`config.mk`:
```
export PLATFORM = sky130hd
export DESIGN_NAME = mebp_port
export DESIGN_NICKNAME = d
export VERILOG_FILES = /design/src/include/mebp_pkg.sv /design/src/include/mebp_stream_if.sv /design/src/core/mebp_pair_buffer.sv /design/src/core/mebp_exp_clock.sv /design/src/core/mebp_port.sv
export VERILOG_INCLUDE_DIRS = /design/src /design/src/include
export SDC_FILE = /design/constraint.sdc
export NUM_CORES = 1
export LEC_CHECK = 0
export BUFFER_PORTS_ARGS = -buffer_cell sky130_fd_sc_hd__buf_2
export CAP_MARGIN = 20
export CORE_ASPECT_RATIO = 1.5
export CORE_UTILIZATION = 35
export CTS_CLUSTER_SIZE = 30
export DETAILED_ROUTE_END_ITERATION = 10
export PLACE_DENSITY = 0.63
export SETUP_SLACK_MARGIN = 0.15
export SYNTH_ARGS = -nofsm -noshare
export SYNTH_HDL_FRONTEND = slang
export SYNTH_SLANG_ARGS = --single-unit
```
`constraint.sdc`:
```
create_clock -name clock -period 5.5 [get_ports clock]
set_input_delay 1.65 -clock clock [delete_from_list [all_inputs] [get_ports clock]]
set_output_delay 1.65 -clock clock [all_outputs]
set_load 0.02 [all_outputs]
```
`src/include/mebp_map.svh`:
```
// Constants for the memory and expansion bus port: offsets, widths, resets and timings.
`ifndef MEBP_MAP_SVH
`define MEBP_MAP_SVH

`define MEBP_CLK_PERIOD_NS 100
`define MEBP_CYC_MIN(ns) (((ns) + `MEBP_CLK_PERIOD_NS - 1) / `MEBP_CLK_PERIOD_NS)

`define MEBP_RAS_TO_CAS_NS 150
`define MEBP_CAS_PULSE_NS 150
`define MEBP_PRECHARGE_NS 200
`define MEBP_EXP_ACCESS_NS 300

`define MEBP_RAS_TO_CAS_CYC `MEBP_CYC_MIN(`MEBP_RAS_TO_CAS_NS)
`define MEBP_CAS_PULSE_CYC `MEBP_CYC_MIN(`MEBP_CAS_PULSE_NS)
`define MEBP_PRECHARGE_CYC `MEBP_CYC_MIN(`MEBP_PRECHARGE_NS)
`define MEBP_EXP_ACCESS_CYC `MEBP_CYC_MIN(`MEBP_EXP_ACCESS_NS)

`define MEBP_ADDR_W 28
`define MEBP_DATA_W 32
`define MEBP_LANES 4
`define MEBP_LOW_ADDR_W 15
`define MEBP_DRA_W 13
`define MEBP_DRA_LSB 15
`define MEBP_ROW_LSB 13
`define MEBP_WORD_LSB 2

`define MEBP_STROBES_IDLE_N 4'hF
`define MEBP_STROBES_IDLE_H 4'h0
`define MEBP_ALL_LANES 4'hF

`endif

```
`src/include/mebp_pkg.sv`:
```
// Types shared by the memory and expansion bus port modules.
package mebp_pkg;
  typedef enum logic [2:0] {
    MEBP_IDLE = 3'b000,
    MEBP_ROW = 3'b001,
    MEBP_COL = 3'b010,
    MEBP_EXP_SETUP = 3'b011,
    MEBP_EXP_STROBE = 3'b100,
    MEBP_RECOVER = 3'b101
  } mebp_state_type;
  typedef logic [31:0] mebp_word_type;
endpackage

```
`src/include/mebp_stream_if.sv`:
```
// Valid/ready word stream between the port engine and its read buffer.
`timescale 1ns/1ps
`default_nettype none
interface mebp_stream_if #(parameter int W = 32);
  logic valid;
  logic ready;
  logic [W-1:0] data;
  modport src (output valid, output data, input ready);
  modport snk (input valid, input data, output ready);
endinterface
`default_nettype wire

```
`src/core/mebp_pair_buffer.sv`:
```
// Two-entry buffer holding read words until the CPU side accepts them.
`timescale 1ns/1ps
`default_nettype none
module mebp_pair_buffer #(
  parameter int W = 32
) (
  input wire logic clock,
  input wire logic reset,
  input wire logic clockEnable,
  mebp_stream_if.snk inPort,
  mebp_stream_if.src outPort
);
  logic [W-1:0] slot_r [2];
  logic wrPtr_r;
  logic rdPtr_r;
  logic [1:0] count_r;
  logic [1:0] count_nxt;
  wire push = inPort.valid && inPort.ready;
  wire pop = outPort.valid && outPort.ready;

  assign inPort.ready = (count_r != 2'h2);
  assign outPort.valid = (count_r != 2'h0);
  assign outPort.data = slot_r[rdPtr_r];
  assign count_nxt = count_r + {1'b0, push} - {1'b0, pop};

  always_ff @(posedge clock) begin
    if (reset) begin
      wrPtr_r <= 1'b0;
      rdPtr_r <= 1'b0;
      count_r <= 2'h0;
    end else if (clockEnable) begin
      if (push) begin
        slot_r[wrPtr_r] <= inPort.data;
        wrPtr_r <= ~wrPtr_r;
      end
      if (pop) rdPtr_r <= ~rdPtr_r;
      count_r <= count_nxt;
    end
  end
endmodule
`default_nettype wire

```
`src/core/mebp_exp_clock.sv`:
```
// Gated copy of the core clock for expansion devices.
`timescale 1ns/1ps
`default_nettype none
module mebp_exp_clock (
  input wire logic clock,
  input wire logic reset,
  input wire logic clockEnable,
  input wire logic freeRun,
  input wire logic cycleActive,
  output logic expClock
);
  logic gateOpen_r;
  wire gateOpen_nxt = clockEnable && (freeRun || cycleActive);

  // The enable changes only while the clock is low, so the gated output never
  // shows a shortened high phase and keeps the core clock's phase.
  always_ff @(negedge clock) begin
    if (reset) gateOpen_r <= 1'b0;
    else gateOpen_r <= gateOpen_nxt;
  end

  assign expClock = clock && gateOpen_r;
endmodule
`default_nettype wire

```
`src/core/mebp_port.sv`:
```
// Memory and expansion bus port: CPU request side to DRAM, ROM and expansion pins.
`timescale 1ns/1ps
`default_nettype none
`include "mebp_map.svh"

//////////////////////////////////////////////////////////////////////////////
// Function
// - One shared 32-bit two-way data bus serves DRAM, ROM and expansion.
// - ROM and expansion cycles put byte address bits 0 to 14 out low.
// - Upper address pins carry 13-bit DRAM word address, else byte bits.
// - Four active-low row strobes, one per DRAM bank zero to three.
// - Four active-low column strobes, one per byte lane of the word.
// - One shared active-low output enable while outside parts drive reads.
// - One shared active-low write enable during write transfers.
// - Active-low selects for expansion channels zero to three.
// - Active-high selects for expansion channels four to seven.
// - Ready input low stretches the current expansion cycle.
// - Direction output low on reads, high on writes.
// - Width output high for word cycles, low for byte cycles.
// - Expansion clock has the core clock's frequency and phase.
// - Expansion clock either runs freely or only during expansion cycles.
module mebp_port
  import mebp_pkg::*;
#(
  parameter int EXP_ACCESS_CYC = `MEBP_EXP_ACCESS_CYC,
  parameter int RAS_TO_CAS_CYC = `MEBP_RAS_TO_CAS_CYC,
  parameter int CAS_PULSE_CYC = `MEBP_CAS_PULSE_CYC,
  parameter int PRECHARGE_CYC = `MEBP_PRECHARGE_CYC
) (
  input wire logic clock,
  input wire logic reset,
  input wire logic clockEnable,
  input wire logic reqValid,
  output logic reqReady,
  input wire logic reqWrite,
  input wire logic reqWord,
  input wire logic reqDram,
  input wire logic [2:0] reqSelect,
  input wire logic [`MEBP_ADDR_W-1:0] reqAddr,
  input wire logic [`MEBP_DATA_W-1:0] reqWdata,
  input wire logic [`MEBP_LANES-1:0] reqByteEn,
  output logic rspValid,
  input wire logic rspReady,
  output logic [`MEBP_DATA_W-1:0] rspData,
  input wire logic expClockFreeRun,
  output logic [`MEBP_ADDR_W-1:0] memAddress,
  input wire logic [`MEBP_DATA_W-1:0] memDataIn,
  output logic [`MEBP_DATA_W-1:0] memDataOut,
  output logic memDataOe,
  output logic [3:0] bank_row_strobe_n,
  output logic [`MEBP_LANES-1:0] lane_column_strobe_n,
  output logic shared_output_enable_n,
  output logic shared_write_enable_n,
  output logic [3:0] expansion_select_low,
  output logic [3:0] expansionSelectHigh,
  input wire logic expansion_ready_in,
  output logic transferWrite,
  output logic accessWord,
  output logic expansion_bus_clock
);

  //////////////////////////////////////////////////////////////////////////////
  // Helpers.

  // The row and column words leave on the upper pins in reverse bit order.
  function automatic logic [`MEBP_DRA_W-1:0] draReverse(
    input logic [`MEBP_DRA_W-1:0] part
  );
    logic [`MEBP_DRA_W-1:0] flipped;
    flipped = '0;
    for (int i = 0; i < `MEBP_DRA_W; i++) begin
      flipped[i] = part[`MEBP_DRA_W-1-i];
    end
    return flipped;
  endfunction

  function automatic logic [`MEBP_LANES-1:0] laneMask(
    input logic isWord,
    input logic isWrite,
    input logic [`MEBP_LANES-1:0] byteEn,
    input logic [1:0] lane
  );
    logic [`MEBP_LANES-1:0] mask;
    mask = `MEBP_ALL_LANES;
    if (!isWord) mask = 4'h1 << lane;
    else if (isWrite) mask = byteEn;
    return mask;
  endfunction

  //////////////////////////////////////////////////////////////////////////////
  // Request latch and sequencer state.

  mebp_state_type state_r;
  mebp_state_type state_nxt;
  logic [7:0] count_r;
  logic [7:0] count_nxt;
  logic write_r;
  logic word_r;
  logic dram_r;
  logic [2:0] select_r;
  logic [`MEBP_ADDR_W-1:0] addr_r;
  logic [`MEBP_DATA_W-1:0] wdata_r;
  logic [`MEBP_LANES-1:0] byteEn_r;

  mebp_stream_if #(.W(`MEBP_DATA_W)) readIn ();
  mebp_stream_if #(.W(`MEBP_DATA_W)) readOut ();

  // A read starts only when the buffer has room, so a stalled CPU side never
  // forces a word captured from the pins to be dropped.
  wire bufferRoom = readIn.ready;
  wire isIdle = (state_r == MEBP_IDLE);
  assign reqReady = isIdle && clockEnable && (reqWrite || bufferRoom);
  wire take = reqValid && reqReady;

  wire countDone = (count_r == 8'h0);
  wire expCycle = (state_r == MEBP_EXP_SETUP) || (state_r == MEBP_EXP_STROBE);
  wire dramCycle = (state_r == MEBP_ROW) || (state_r == MEBP_COL);
  wire expFinish = (state_r == MEBP_EXP_STROBE) && countDone && expansion_ready_in;
  wire dramFinish = (state_r == MEBP_COL) && countDone;
  wire finish = expFinish || dramFinish;

  wire [7:0] rasCasLoad = 8'(RAS_TO_CAS_CYC - 1);
  wire [7:0] casLoad = 8'(CAS_PULSE_CYC - 1);
  wire [7:0] prechargeLoad = 8'(PRECHARGE_CYC - 1);
  wire [7:0] expLoad = 8'(EXP_ACCESS_CYC - 1);

  always_comb begin
    state_nxt = state_r;
    count_nxt = countDone ? count_r : count_r - 8'h1;
    unique case (state_r)
      MEBP_IDLE: begin
        if (take) begin
          state_nxt = reqDram ? MEBP_ROW : MEBP_EXP_SETUP;
          count_nxt = reqDram ? rasCasLoad : 8'h0;
        end
      end
      MEBP_ROW: begin
        if (countDone) begin
          state_nxt = MEBP_COL;
          count_nxt = casLoad;
        end
      end
      MEBP_COL: begin
        if (countDone) begin
          state_nxt = MEBP_RECOVER;
          count_nxt = prechargeLoad;
        end
      end
      MEBP_EXP_SETUP: begin
        state_nxt = MEBP_EXP_STROBE;
        count_nxt = expLoad;
      end
      MEBP_EXP_STROBE: begin
        // The access time runs out first; then a low ready holds the strobe.
        if (expFinish) begin
          state_nxt = MEBP_RECOVER;
          count_nxt = 8'h0;
        end
      end
      MEBP_RECOVER: begin
        if (countDone) state_nxt = MEBP_IDLE;
      end
      default: begin
        state_nxt = MEBP_IDLE;
        count_nxt = 8'h0;
      end
    endcase
  end

  always_ff @(posedge clock) begin
    if (reset) begin
      state_r <= MEBP_IDLE;
      count_r <= 8'h0;
    end else if (clockEnable) begin
      state_r <= state_nxt;
      count_r <= count_nxt;
    end
  end

  always_ff @(posedge clock) begin
    if (reset) begin
      write_r <= 1'b0;
      word_r <= 1'b0;
      dram_r <= 1'b0;
      select_r <= 3'h0;
      addr_r <= '0;
      wdata_r <= '0;
      byteEn_r <= '0;
    end else if (clockEnable && take) begin
      write_r <= reqWrite;
      word_r <= reqWord;
      dram_r <= reqDram;
      select_r <= reqSelect;
      addr_r <= reqAddr;
      wdata_r <= reqWdata;
      byteEn_r <= reqByteEn;
    end
  end

  //////////////////////////////////////////////////////////////////////////////
  // Address multiplexing.

  wire [25:0] wordAddr = addr_r[`MEBP_ADDR_W-1:`MEBP_WORD_LSB];
  wire [`MEBP_DRA_W-1:0] rowPart = wordAddr[`MEBP_ROW_LSB +: `MEBP_DRA_W];
  wire [`MEBP_DRA_W-1:0] colPart = wordAddr[`MEBP_DRA_W-1:0];
  wire [`MEBP_DRA_W-1:0] draNow = (state_r == MEBP_ROW) ? rowPart : colPart;
  wire [`MEBP_ADDR_W-1:0] dramPins = {draReverse(draNow), `MEBP_LOW_ADDR_W'(0)};

  // Byte address on every pin outside DRAM cycles, low 15 bits included.
  assign memAddress = dramCycle ? dramPins : addr_r;

  //////////////////////////////////////////////////////////////////////////////
  // Strobes and enables; all rest inactive unless a cycle owns them.

  wire [1:0] lane = addr_r[1:0];
  wire [`MEBP_LANES-1:0] lanes = laneMask(word_r, write_r, byteEn_r, lane);
  wire [3:0] bankHot = 4'h1 << select_r[1:0];
  wire [7:0] chanHot = 8'h01 << select_r;
  wire strobePhase = (state_r == MEBP_COL) || (state_r == MEBP_EXP_STROBE);

  assign bank_row_strobe_n = dramCycle ? ~bankHot : `MEBP_STROBES_IDLE_N;
  assign lane_column_strobe_n =
    (state_r == MEBP_COL) ? ~lanes : `MEBP_STROBES_IDLE_N;
  assign expansion_select_low =
    expCycle ? ~chanHot[3:0] : `MEBP_STROBES_IDLE_N;
  assign expansionSelectHigh =
    expCycle ? chanHot[7:4] : `MEBP_STROBES_IDLE_H;
  assign shared_output_enable_n = !(strobePhase && !write_r);
  assign shared_write_enable_n = !(strobePhase && write_r);
  assign transferWrite = !isIdle && write_r;
  assign accessWord = !isIdle && word_r;

  //////////////////////////////////////////////////////////////////////////////
  // Data bus.

  // The pins are driven for a write until its recovery state, and never during reads,
  // so the external part and the port never fight over the lanes.
  assign memDataOe = !isIdle && (state_r != MEBP_RECOVER) && write_r;
  assign memDataOut = wdata_r;

  assign readIn.valid = finish && !write_r && clockEnable;
  assign readIn.data = memDataIn;

  mebp_pair_buffer #(.W(`MEBP_DATA_W)) readBuffer (
    .clock(clock),
    .reset(reset),
    .clockEnable(clockEnable),
    .inPort(readIn.snk),
    .outPort(readOut.src)
  );

  assign rspValid = readOut.valid;
  assign rspData = readOut.data;
  assign readOut.ready = rspReady && clockEnable;

  //////////////////////////////////////////////////////////////////////////////
  // Expansion clock.

  mebp_exp_clock expClockGate (
    .clock(clock),
    .reset(reset),
    .clockEnable(clockEnable),
    .freeRun(expClockFreeRun),
    .cycleActive(expCycle && !dram_r),
    .expClock(expansion_bus_clock)
  );

endmodule
`default_nettype wire

```
==> impl_results.md <==
* Die area at 0.0199 mm^2
* Syn. warnings at 0
* Crit-path slowest cell: dfxtp_2
* Ports at 225
* Synthesized area per cell at 9.33 um^2
* Register bit total from synthesis at 151
* R2R setup slack at 1.14 ns
* Met2 WL at 9.00 mm
* RSZ-0062 raised after global routing: true
* Power Dens Cells at 388 mW/mm^2
* Synthesized area at 0.00677 mm^2
* DIE WIDTH at 116 um
* WL met1 at 7.09 mm
* Row cnt at 62
* Flop pwr share at 38.8%
* Area growth syn-to-layout at 28.9%
* Wirelength, routed at 17.8 mm
* Ys flop type: dfxtp_1
* Worst skew pair latency at 0.58 ns
* Largest net degree at the start of global routing at 87
* Final Setup Violations at 2
* Rel. slew slack at 34.7%
* I/O Buffers at 224
* Register area share after synthesis at 54.1%
* Failing checks: setup timing
* Number of global-route vias before repair at 5,569
* Static Leak at 3.56 nW
* Initial antenna violation count at 1
* Setup TNS Final at -0.0231 ns
* Final WS setup at -0.0231 ns
* Iter 0 DRT Violations at 339
* CP top delay family: flip-flops
* First-pass GRT wire length at 27.3 mm
* Synth async-reset ratio at 0%
* Antenna viol nets, final at 0
* Critical path class: reg -> out
* Critical Path Sink Type: output port
* CP arrival at 3.87 ns
* RePlAce Congestion at 0.792
* Max-slew violation count at 0
* Total GRT Usage at 18.1%
* EDFF count, synth at 64
* Synth Instances at 726
* Core ar. at 0.0191 mm^2
* Slew @ Worst Pin at 0.978 ns
* Fin Hold WS at 0.451 ns
* Fin cells at 1,201
* Fin util at 45.8%
* Mean routed wirelength per cell at 14.8 um
* Clock share of power at 37.0%
* Combinational power share at 24.2%
* Int Pwr at 2.28 mW
* DRC at 0
* Startpoint types: flop
* Total global routing overflow at 0
* Crit path largest cell delay at 0.30 ns
* Met3 wire len at 1.37 mm
* Sw Ratio at 32.8%
* CTS tree: yes
* Highest metal used: met4
* Switching power total at 1.11 mW
* Vias per cell at 4.87
* Placed Cells at 1,165
* Vias at 5,853
* CP Buf/Inv Count at 1
* Die H at 172 um
* Clock transition at path regs at 0.07 ns
* Ratio of cells with drive above 1 in the final layout at 34.0%
* WP data required at 3.85 ns
* Post-DP HPWL at 12.0 mm
* Post-CTS Setup Repair Bufs at 0
* Worst path cell trace: and2_4, buf_6
* Crit Path Max Fanout at 1
* Net Count, Synth at 840
* Final hold viol count at 0
* Peak supply drop at 205 uV
* # Max-Cap Violations at 0
* Synth cell types at 60
* Initial Utilization at 35.5%
* Fill count at 1,919
* DRT Pass-1 Iters at 4
* Fin nets at 1,045
* Worst hold path class: reg -> reg
* Clk_skew at 0.0427 ns
* Status: finished with violations
[cell type report]
cell class	instances	area (um^2)	share of cell area [%]
inverters	11	41.3	0.473
clock inverters	16	144	1.65
well taps	256	320	3.67
flip-flops and latches	151	3670	42.0
diodes	1	2.50	0.0287
clock buffers	21	512	5.86
repair buffers	236	1210	13.9
multi-input cells	509	2830	32.4
[flip-flops by register name, summed over array words and instances (netlist names), 2 cells and up, named ones only]
signal	cells
addr_r	28
byteEn_r	4
count_r	8
memDataOut	32
readBuffer.count_r	2
readBuffer.slot_r	64
select_r	3
state_r	3
[layer usage]
metal  GRT usage [%]  vias up
met5               0        -
met4            8.47        0
met3            6.69       25
met2            31.2      185
met1            19.4     2709
li1                -     2934
[synthesized netlist by cell type, types with 3 or more instances]
library cell / instances / area share [%]
xnor2_1: 4 / 0.52
nand4_1: 8 / 0.74
buf_6: 3 / 0.50
nor2b_1: 23 / 2.1
buf_1: 8 / 0.44
clkbuf_1: 24 / 1.3
and3_1: 6 / 0.55
nor2_1: 64 / 3.5
nand2_1: 159 / 8.8
nor3_1: 6 / 0.44
nand2b_1: 4 / 0.37
o21ai_0: 6 / 0.44
nand3_1: 6 / 0.44
a31oi_1: 5 / 0.46
buf_2: 19 / 1.4
o211ai_1: 4 / 0.44
inv_1: 12 / 0.66
dfxtp_1: 87 / 26
edfxtp_1: 64 / 28
ha_1: 5 / 0.92
nand3b_1: 4 / 0.44
mux2_2: 34 / 5.7
o22ai_1: 12 / 1.1
a21oi_1: 113 / 8.3
[logic make-up after synthesis]
kind of cell | after synthesis | share of synthesized area, %
buffers and inverters | 66 | 4.34
AND/OR/NAND/NOR | 301 | 20.4
AO/OA/AOI/OAI | 163 | 13.8
flip-flops | 151 | 54.1
XOR/XNOR | 4 | 0.517
multiplexers | 36 | 5.97
adder cells (fa/ha/maj) | 5 | 0.924
[timing repair]
action	in CTS	in global routing
setup endpoints to repair	2	2
gates resized for setup	3	1
hold buffers	0	0
[path summary, 6_finish.rpt]
path	to	depth (start not counted)	from
max	expansion_bus_clock	2	expClockGate.gateOpen_r$_SDFF_NP0_
min	memDataOut[22]$_SDFFE_PP0P_	2	memDataOut[22]$_SDFFE_PP0P_
max reg2reg	expClockGate.gateOpen_r$_SDFF_NP0_	5	state_r[1]$_SDFFE_PP0P_
min reg2reg	memDataOut[22]$_SDFFE_PP0P_	2	memDataOut[22]$_SDFFE_PP0P_
[cells in the final DEF, fill, tap and decap left out, types with 4 or more instances in the layout]
cell type / count
o211ai_1: 4
ha_1: 5
nor2b_1: 23
inv_4: 4
o21ai_0: 6
buf_2: 223
clkbuf_16: 20
edfxtp_1: 64
mux2_2: 34
nand3_1: 6
nand2_1: 159
xnor2_1: 4
a21oi_1: 113
nand3b_1: 4
and3_1: 6
buf_4: 13
o22ai_1: 12
dfxtp_1: 85
nor2_1: 64
nand4_1: 8
inv_1: 12
nor3_1: 5
inv_6: 6
a31oi_1: 5
nand2b_1: 4
[power by group through the flow]
stage	Combinational, mW	Sequential (mW)	Clock, mW
after global routing	0.914	1.33	1.33
after global placement	0.804	1.34	0.00552
after floorplan	0.579	1.34	0.00465
final	0.820	1.32	1.25
after detailed placement	0.818	1.34	0.00552
after CTS	0.823	1.32	1.29
[worst reg2reg max path, cell delays in order (launching register included)]
cell      delay (ns)
dfxtp_2         0.32
buf_4           0.47
nand3b_1        0.17
o21ai_0         0.32
a21oi_1         0.15
nor3_1          0.14
[metrics by stage]
stage               instance area [um^2]  power, mW  setup WS [ns]
global route                        8730       3.57        -0.0647
CTS                                 8730       3.43        -0.0329
floorplan                           6770       1.92          0.341
detailed placement                  8080       2.16          0.569
global placement                    8080       2.15          0.567
finish                              8730       3.39        -0.0231
(Power assumes the default switching activity.)
